[config.mk]
export PLATFORM = sky130hd
export DESIGN_NAME = eirp_pins
export DESIGN_NICKNAME = d
export VERILOG_FILES = /design/src/eirp_pkg.sv /design/src/eirp_sync.sv /design/src/eirp_pins.sv
export SDC_FILE = /design/constraint.sdc
export NUM_CORES = 1
export LEC_CHECK = 0
export ABC_CLOCK_PERIOD_IN_PS = 1240
export BUFFER_PORTS_ARGS = -buffer_cell sky130_fd_sc_hd__buf_4
export CELL_PAD_IN_SITES_DETAIL_PLACEMENT = 1
export CELL_PAD_IN_SITES_GLOBAL_PLACEMENT = 1
export CORE_MARGIN = 4
export CORE_UTILIZATION = 25
export DETAILED_ROUTE_END_ITERATION = 6
export MAX_ROUTING_LAYER = met4
export PLACE_DENSITY = 0.55
export SLEW_MARGIN = 20
export SYNTH_ARGS = -nofsm -noshare
export SYNTH_HDL_FRONTEND = slang
export SYNTH_SLANG_ARGS = --single-unit
[constraint.sdc]
create_clock -name clock_i -period 1.24 [get_ports clock_i]
set_input_delay 0.124 -clock clock_i [delete_from_list [all_inputs] [get_ports clock_i]]
set_output_delay 0.124 -clock clock_i [all_outputs]
set_load 0.02 [all_outputs]
[src/eirp_pkg.sv]
// Package: constants and types for the external interrupt and reset pin block
package eirp_pkg;

  // ----------------------------------------------------------------
  // Trigger options of the active-low interrupt pin
  // ----------------------------------------------------------------
  typedef enum logic [1:0] {
    EIRP_TRG_FALL  = 2'b00,
    EIRP_TRG_LOW   = 2'b01,
    EIRP_TRG_RISE  = 2'b10,
    EIRP_TRG_ANY   = 2'b11
  } eirp_trig_e;

  // ----------------------------------------------------------------
  // Widths and reset values
  // ----------------------------------------------------------------
  localparam int unsigned EIRP_PORTB_W      = 8;
  localparam int unsigned EIRP_SYNC_W       = EIRP_PORTB_W + 3;
  localparam eirp_trig_e  EIRP_TRIG_RST     = EIRP_TRG_FALL;
  localparam logic        EIRP_EXT_EN_RST   = 1'b1;
  localparam logic        EIRP_WOR_EN_RST   = 1'b0;
  localparam logic        EIRP_PIN_IDLE_HI  = 1'b1;
  localparam logic        EIRP_WAKE_IDLE    = 1'b0;
  localparam logic        EIRP_RST_PIN_DRV  = 1'b0;

  // Sync vector layout: {reset pin, irq pin, wake pin, port B}
  localparam int unsigned EIRP_SY_RST       = EIRP_PORTB_W + 2;
  localparam int unsigned EIRP_SY_IRQ       = EIRP_PORTB_W + 1;
  localparam int unsigned EIRP_SY_WAKE      = EIRP_PORTB_W;
  localparam logic [EIRP_SYNC_W-1:0] EIRP_SYNC_RST =
    {EIRP_PIN_IDLE_HI, EIRP_PIN_IDLE_HI, EIRP_WAKE_IDLE, {EIRP_PORTB_W{EIRP_PIN_IDLE_HI}}};

  // ----------------------------------------------------------------
  // Carriers
  // ----------------------------------------------------------------
  typedef struct packed {
    eirp_trig_e trig;
    logic       ext_en;
    logic       wor_en;
  } eirp_cfg_s;

  typedef struct packed {
    eirp_cfg_s  cfg;
    logic       irq_prev;
    logic       ext_pend;
    logic       wor_pend;
    logic       rst_oe;
    logic       rst_drv;
    logic       core_rst;
  } eirp_state_s;

endpackage

[src/eirp_sync.sv]
// Two-flop synchroniser for a vector of asynchronous pin levels
`timescale 1ns/1ns
module eirp_sync
  import eirp_pkg::*;
#(
  parameter int unsigned       W       = 1,
  parameter logic [W-1:0]      RST_VAL = '0
) (
  input  wire logic            clock_i,
  input  wire logic            rst_i,
  input  wire logic [W-1:0]    async_i,
  output logic      [W-1:0]    sync_o
);

  typedef struct packed {
    logic [W-1:0] meta;
    logic [W-1:0] stab;
  } eirp_sync_s;

  eirp_sync_s st_r;
  eirp_sync_s st_nxt;

  always_comb begin
    st_nxt.meta = async_i;
    st_nxt.stab = st_r.meta;
  end

  always_ff @(posedge clock_i) begin
    if (rst_i) begin
      st_r <= {RST_VAL, RST_VAL};
    end else begin
      st_r <= st_nxt;
    end
  end

  assign sync_o = st_r.stab;

endmodule // eirp_sync

[src/eirp_pins.sv]
// External interrupt pin, wired-OR wake inputs and reset pin control
//
// Overview of operation
// Two select bits pick four trigger options
// Interrupt pin ignored while its enable clear
// Select bits writable only with mask set
// Changing trigger option clears pending request
// Low reset pin holds logic in reset
// Internal reset drives reset pin low, open-drain
// High wake pin raises wired-OR request
// All eight port B pins give wired-OR; the logic takes only pins set as inputs, on a low level
// Wired-OR only when enabled; power-on clears enable
// Sync pins, latch events, hold until serviced
`timescale 1ns/1ns
module eirp_pins
  import eirp_pkg::*;
#(
  parameter int unsigned PB_W = EIRP_PORTB_W
) (
  input  wire logic            clock_i,
  input  wire logic            rst_i,
  input  wire logic            ext_irq_pin_n_i,
  input  wire logic            wired_or_wake_pin_i,
  input  wire logic [PB_W-1:0] port_b_pin_i,
  input  wire logic [PB_W-1:0] port_b_dir_out_i,
  input  wire logic            reset_pin_i,
  output logic                 reset_pin_o,
  output logic                 reset_pin_oe_o,
  input  wire logic            watchdog_timer_reset_i,
  input  wire logic            cpu_irq_mask_i,
  input  wire logic            cfg_wr_i,
  input  wire eirp_cfg_s       cfg_i,
  output eirp_cfg_s            cfg_o,
  input  wire logic            ext_irq_ack_i,
  input  wire logic            wor_irq_ack_i,
  output logic                 ext_irq_req_o,
  output logic                 wor_irq_req_o,
  output logic                 core_reset_o
);

  // ----------------------------------------------------------------
  // Pin synchronisation
  // ----------------------------------------------------------------
  logic [EIRP_SYNC_W-1:0] sync_w;
  logic                   irq_s;
  logic                   wake_s;
  logic                   rstpin_s;
  logic [PB_W-1:0]        pb_s;
  logic                   hold_w;
  logic                   trig_chg_w;
  logic                   ext_evt_w;
  logic                   wor_lvl_w;

  eirp_sync #(
    .W       (EIRP_SYNC_W),
    .RST_VAL (EIRP_SYNC_RST)
  ) u_sync (
    .clock_i (clock_i),
    .rst_i   (rst_i),
    .async_i ({reset_pin_i, ext_irq_pin_n_i, wired_or_wake_pin_i, port_b_pin_i}),
    .sync_o  (sync_w)
  );

  assign rstpin_s = sync_w[EIRP_SY_RST];
  assign irq_s    = sync_w[EIRP_SY_IRQ];
  assign wake_s   = sync_w[EIRP_SY_WAKE];
  assign pb_s     = sync_w[PB_W-1:0];

  // ----------------------------------------------------------------
  // Next-state logic
  // ----------------------------------------------------------------
  eirp_state_s st_r;
  eirp_state_s st_nxt;

  assign hold_w     = rst_i | ~rstpin_s;
  assign trig_chg_w = cfg_wr_i & cpu_irq_mask_i & (cfg_i.trig != st_r.cfg.trig);

  always_comb begin
    unique case (st_r.cfg.trig)
      EIRP_TRG_FALL: ext_evt_w = st_r.irq_prev & ~irq_s;
      EIRP_TRG_LOW:  ext_evt_w = ~irq_s;
      EIRP_TRG_RISE: ext_evt_w = ~st_r.irq_prev & irq_s;
      EIRP_TRG_ANY:  ext_evt_w = st_r.irq_prev ^ irq_s;
    endcase
  end

  // Port B outputs are excluded; only pins set as inputs can wake
  assign wor_lvl_w = st_r.cfg.wor_en & (wake_s | |(~pb_s & ~port_b_dir_out_i));

  always_comb begin
    st_nxt          = st_r;
    st_nxt.irq_prev = irq_s;
    st_nxt.rst_oe   = watchdog_timer_reset_i;
    st_nxt.rst_drv  = EIRP_RST_PIN_DRV;
    st_nxt.core_rst = hold_w | watchdog_timer_reset_i;
    if (cfg_wr_i) begin
      st_nxt.cfg.ext_en = cfg_i.ext_en;
      st_nxt.cfg.wor_en = cfg_i.wor_en;
      if (cpu_irq_mask_i) begin
        st_nxt.cfg.trig = cfg_i.trig;
      end
    end
    // Ack clears, new event wins over ack
    if (ext_irq_ack_i) begin
      st_nxt.ext_pend = 1'b0;
    end
    if (st_r.cfg.ext_en && ext_evt_w) begin
      st_nxt.ext_pend = 1'b1;
    end
    // Option change discards stale request, even a same-cycle event
    if (trig_chg_w) begin
      st_nxt.ext_pend = 1'b0;
    end
    if (wor_irq_ack_i) begin
      st_nxt.wor_pend = 1'b0;
    end
    if (wor_lvl_w) begin
      st_nxt.wor_pend = 1'b1;
    end
    if (hold_w) begin
      st_nxt.cfg.trig   = EIRP_TRIG_RST;
      st_nxt.cfg.ext_en = EIRP_EXT_EN_RST;
      st_nxt.irq_prev   = EIRP_PIN_IDLE_HI;
      st_nxt.ext_pend   = 1'b0;
      st_nxt.wor_pend   = 1'b0;
    end
    // Enable survives a pin reset; only power-on clears it
    if (rst_i) begin
      st_nxt.cfg.wor_en = EIRP_WOR_EN_RST;
    end
  end

  // ----------------------------------------------------------------
  // State register
  // ----------------------------------------------------------------
  always_ff @(posedge clock_i) begin
    if (rst_i) begin
      st_r.cfg.trig   <= EIRP_TRIG_RST;
      st_r.cfg.ext_en <= EIRP_EXT_EN_RST;
      st_r.cfg.wor_en <= EIRP_WOR_EN_RST;
      st_r.irq_prev   <= EIRP_PIN_IDLE_HI;
      st_r.ext_pend   <= 1'b0;
      st_r.wor_pend   <= 1'b0;
      st_r.rst_oe     <= 1'b0;
      st_r.rst_drv    <= EIRP_RST_PIN_DRV;
      st_r.core_rst   <= 1'b1;
    end else begin
      st_r <= st_nxt;
    end
  end

  assign cfg_o          = st_r.cfg;
  assign ext_irq_req_o  = st_r.ext_pend;
  assign wor_irq_req_o  = st_r.wor_pend;
  assign reset_pin_oe_o = st_r.rst_oe;
  assign reset_pin_o    = st_r.rst_drv;
  assign core_reset_o   = st_r.core_rst;
endmodule // eirp_pins

Word level (Yosys, flattened, before mapping)
Index checks and enable logic that the tools add are counted.

Memory bits (writable): 0. Bits in registers: 32. Latch bits: 0. ROM bits: 0. Output and inout bits: 9. Memories: 0. Logic and storage cells: 43. Input bits: 30.

Bitwise operators: 15. Order comparisons: 0. Add/sub/neg operators: 0. Multiply operators: 0. Eq/ne operators: 4. Mux-type cells: 5. Reductions and logical operators: 8. Shifts and indexed selects: 0. Divide/modulo/power cells: 0.

Operators with widths (count): inverter 8 bit (2); AND 8 bit (1); OR reduction 8 bit (1); AND 1 bit (5); == test 2 bit (second input constant) (2); two-way mux 1 bit (4); case mux 1 bit (4 select lines) (1); nonzero test 2 bit (2); inverter 1 bit (3); OR 1 bit (3); OR reduction 3 bit (1); == test 2 x 1 -> 1 bit (second input constant) (1); logical NOT 2 bit (1); inequality test 2 bit (1); AND reduction 2 bit (1); OR reduction 2 bit (1); logical AND 1 bit (1); bitwise XOR 1 bit (1).

Logic depth before layout (Yosys ltp)
Depth after elaboration: 6. Gate-level depth with buffers: 5. Depth with buffers taken out: 5.

Modules after synthesis
Synthesis repeated with hierarchy kept, for this count alone.

Cell total of the unflattened synthesis: 102. Area total of the unflattened synthesis: 1052.3 µm².

Modules (own cells, without submodules): eirp_sync (area each 588.1 µm², times used 1, cells an instance 46); eirp_pins (area each 464.2 µm², times used 1, cells an instance 56).

Worst setup path before layout
Ideal clock, no wire load.

Path type: register to register. Start: register u_sync.st_r, in the netlist u_sync.sync_o[9]. End: register st_r, in the netlist ext_irq_req_o. Library setup time: 0.091 ns. Path slack: 0.107 ns. Arrival time: 1.042 ns. Required time: 1.149 ns. Stages on the path, launching flop included: 6. Path through: dfxtp_1 -> inv_1 -> ha_1 -> nand2_1 -> o2111ai_1 -> a311oi_1.

Longest elaborated chain between the ends: 5. Elaborated cells on any way between the ends: 8. Classes of those cells: mux (2); bitwise (4); reduce/logical (2).

Ends and longest elaborated chain: start, declared (RTL line eirp_sync.sv:20) `eirp_sync_s st_r;`; start signal, assigned (RTL line eirp_sync.sv:30) `st_r <= {RST_VAL, RST_VAL};`; start signal, assigned (RTL line eirp_sync.sv:32) `st_r <= st_nxt;`; inverter 1 bit (RTL line eirp_pins.sv:80, eirp_pins.sv:81); AND 1 bit (RTL line eirp_pins.sv:80) `EIRP_TRG_FALL: ext_evt_w = st_r.irq_prev & ~irq_s;`; case mux 1 bit (4 select lines) (*) (RTL line eirp_pins.sv:79) `unique case (st_r.cfg.trig)`; logical AND 1 bit (*) (RTL line eirp_pins.sv:107) `if (st_r.cfg.ext_en && ext_evt_w) begin`; two-way mux 1 bit / nonzero test 2 bit (equally long branches); end signal, assigned (RTL line eirp_pins.sv:148) `st_r <= st_nxt;`; end, declared (RTL line eirp_pins.sv:72) `eirp_state_s st_r;`.

Mark *: on every way between the ends. The rest lies on a longest branch, timed or not. A chain may end at the register's enable or synchronous reset.

Worst setup path after layout
Ends and elaborated chain as after synthesis.

==> impl_metrics.csv <==
group,metric,value,unit
grt,track_usage,0.0906,
power,power_density,1530,nW/um^2
synth,ys_seq_area_frac,0.591,
synth,synth_top_family_by_area,"simple AND/OR/NAND/NOR gates",
sta,tns,0,ns
sta,fmax,856,MHz
clock_tree,insertion_delay,0.27,ns
worst_setup_path,endpoint_kind,"flop",
final_layout,final_common_cell,"buf_4",
min_path,min_to,"u_sync.st_nxt[0]$_SDFF_PP1_",
synth,synth_cells,102,
clock_tree,path_clk_slew,0.06,ns
sta,hold_viol,0,
clock_tree,holdBufCountCts,0,
drt,dr.first_iter.drc_count,19,
clock_tree,cts_made_buffers,5,
drt,dr.pass1.iters,3,
worst_setup_path,reg2reg_setup_slack,0.07,ns
drt,drcViolationCount,0,
synth,synth_fa_ha_area_frac,0.0238,
worst_setup_path,reg2reg_depth,5,
power,leakage,0.645,nW
floorplanning,dieArea,5300,um^2
min_path,hp-start,"port_b_pin_i[0]",
power,power,2.26,mW
sta,fin_crit_sh,0.942,
floorplanning,die_y,72.8,um
power,ir_drop,493,uV
clock_tree,cts.sinks,31,
final_layout,final_layout_size_suffix_gt1_frac,0.475,
final_layout,regArea,622,um^2
sta,setup_viol,0,
drt,via_per_inst,4.20,
drt,finalWirelength,2180,um
grt,antenna_found_initial,0,
final_layout,diodes,0,
clock_tree,htreeDepth,2,
grt,grt_pass1_vias,781,
min_path,hold_class,"in2reg",
worst_setup_path,cp.required,1.43,ns
sta,skew,0.00478,ns
sta,min_period,1.17,ns
place,post-dp-hpwl,1690,um
synth,synth_area_per_cell,10.3,um^2
synth,synth-simple-area-share,0.224,
synth,synthMuxAreaShare,0.0191,
sta,rsz0062_at_grt,"false",
worst_setup_path,crit_slowest_cell,"dfxtp_2",
clock_tree,cts_max_path_buffers,2,
synth,yosysUniqueCellTypes,21,
synth,synthesis.area,1050,um^2
grt,grt_max_degree,27,
floorplanning,core_area,4030,um^2
worst_setup_path,critPathLaunch,"u_sync.sync_o[9]$_SDFF_PP1_",
worst_setup_path,max_stage_delay,0.34,ns
final_layout,multiInputGateArea,373,um^2
final_layout,layout_common_cells,"buf_4, dfxtp_1, or2_2, nand2_1, clkbuf_8",
drt,postRouteAntennaNets,0,
worst_setup_path,rr_startpoint,"u_sync.sync_o[9]$_SDFF_PP1_",
floorplanning,rows,23,
synth,synth_xor_area_frac,0.0167,
floorplanning,die_w,72.8,um
drt,post_drt_wl_per_cell,11.4,um
synth,syn_nets,134,
synth,synth_compound_area_frac,0.0679,
grt,grt_pass1_wl,3370,um
grt,grt_overflow,0,
status,status,"completed",
final_layout,fillers,478,
sta,final_max_slew_viol_count,0,
place,portBuffers,37,
clock_tree,root_buffer,"clkbuf_8",
clock_tree,cts_tree,"done",
final_layout,fin_nets,172,
synth,yosys_warnings,0,
worst_setup_path,path_class,"reg2reg",
worst_setup_path,rr_endpoint,"ext_irq_req_o$_SDFFE_PP0P_",
worst_setup_path,path_max_fanout,3,
flow_run,cap_violations,0,
min_path,min_path_cells,2,
drt,vias,802,
worst_setup_path,crit_path_start_kind,"flop",
floorplanning,num_io_pins,39,
worst_setup_path,crit_chain,"inv_1, ha_1, nand2_1, o2111ai_1, a311oi_1",
final_layout,syn_to_final_growth,40.2,%
worst_setup_path,crit_arrival,1.36,ns
place,gp_congestion,0.747,
floorplanning,initial_core_util,0.261,
synth,synth_seq_cells,31,
==> repair_timing <==
action / in CTS / in global routing
buffers inserted: 0 / 0
setup endpoints to repair: 1 / 1
pin swaps: 0 / 1
gates resized for setup: 1 / 0
==> kinds of logic (layout without fill, tap and decap cells) <==
family                     after synthesis  after routing
muxes                                    2              2
and+or+nand+nor                         43             43
other                                    1              1
xor gates and xnor gates                 2              2
adders and majority gates                2              2
buffers and inverters                   10             49
DFF                                     31             31
AOI/OAI and AO/OA                       11             11
==> power breakdown <==
group	internal, mW	total (mW)	switching [mW]	leakage (nW)
clock	0.649	0.998	0.348	0.0612
combinational	0.119	0.197	0.0783	0.327
sequential	1.04	1.06	0.0190	0.256
total	1.81	2.26	0.446	0.645
==> worst max-delay path by stage <==
stage,end,slack (ns)
after floorplan,ext_irq_req_o$_SDFFE_PP0P_,0.11
after global placement,ext_irq_req_o$_SDFFE_PP0P_,0.06
after detailed placement,ext_irq_req_o$_SDFFE_PP0P_,0.01
after CTS,ext_irq_req_o$_SDFFE_PP0P_,0.03
after global routing,ext_irq_req_o$_SDFFE_PP0P_,0.02
final,ext_irq_req_o$_SDFFE_PP0P_,0.07
==> final cells by class <==
class / count / share of cell area
clock buffers: 6 / 0.0561
clock inverters: 2 / 0.0238
inverters: 3 / 0.00765
multi-input cells: 61 / 0.253
flip-flops and latches: 31 / 0.423
well taps: 50 / 0.0425
repair buffers: 38 / 0.194
==> synthesized netlist by cell type <==
| library cell | n | area [um^2] |
|---|---|---|
| a21oi_1 | 3 | 15.0 |
| a311oi_1 | 1 | 8.76 |
| a31oi_1 | 1 | 6.26 |
| buf_4 | 5 | 37.5 |
| clkbuf_1 | 2 | 7.51 |
| conb_1 | 1 | 3.75 |
| dfxtp_1 | 31 | 621 |
| ha_1 | 2 | 25.0 |
| inv_1 | 3 | 11.3 |
| mux2i_1 | 2 | 20.0 |
| nand2_1 | 7 | 26.3 |
| nand2b_1 | 3 | 18.8 |
| nand3_1 | 2 | 10.0 |
| nor2_1 | 5 | 18.8 |
| nor2b_1 | 5 | 31.3 |
| nor3_1 | 1 | 5.00 |
| o2111ai_1 | 2 | 17.5 |
| o21ai_0 | 1 | 5.00 |
| o22ai_1 | 3 | 18.8 |
| or2_2 | 20 | 125 |
| xnor2_1 | 2 | 17.5 |
==> registers in the layout, indices dropped and copies added, names as in the netlist <==
signal,cells
ext_irq_req_o,1
core_reset_o,1
st_r,1
cfg_o,4
wor_irq_req_o,1
reset_pin_oe_o,1
u_sync.sync_o,11
u_sync.st_nxt,11
==> critical path, delay by kind of cell, from the launching register on <==
family / cells / cell delay, ns
simple gates: 1 / 0.07
compound gates: 2 / 0.33
buf+inv: 1 / 0.06
fa+ha+maj: 1 / 0.29
flops: 1 / 0.34
==> through the flow <==
stage	setup slack, ns	area, um^2	std cells	util	hold slack, ns
CTS	0.0276	1470	191	0.365	0.0142
global placement	0.0629	1350	183	0.336	0.308
detailed placement	0.00979	1350	183	0.336	0.311
finish	0.0714	1470	191	0.365	0.0269
floorplan	0.107	1050	102	-	0.196
global route	0.0202	1470	191	0.365	0.0127
==> metal layers <==
layer / share of wire / global-route usage / vias up
li1: - / - / 398
met1: 0.41 / 0.0902 / 371
met2: 0.49 / 0.144 / 26
met3: 0.079 / 0.0331 / 7
met4: 0.028 / 0.0676 / 0
met5: 0 / - / -
(Power assumes the default switching activity.)
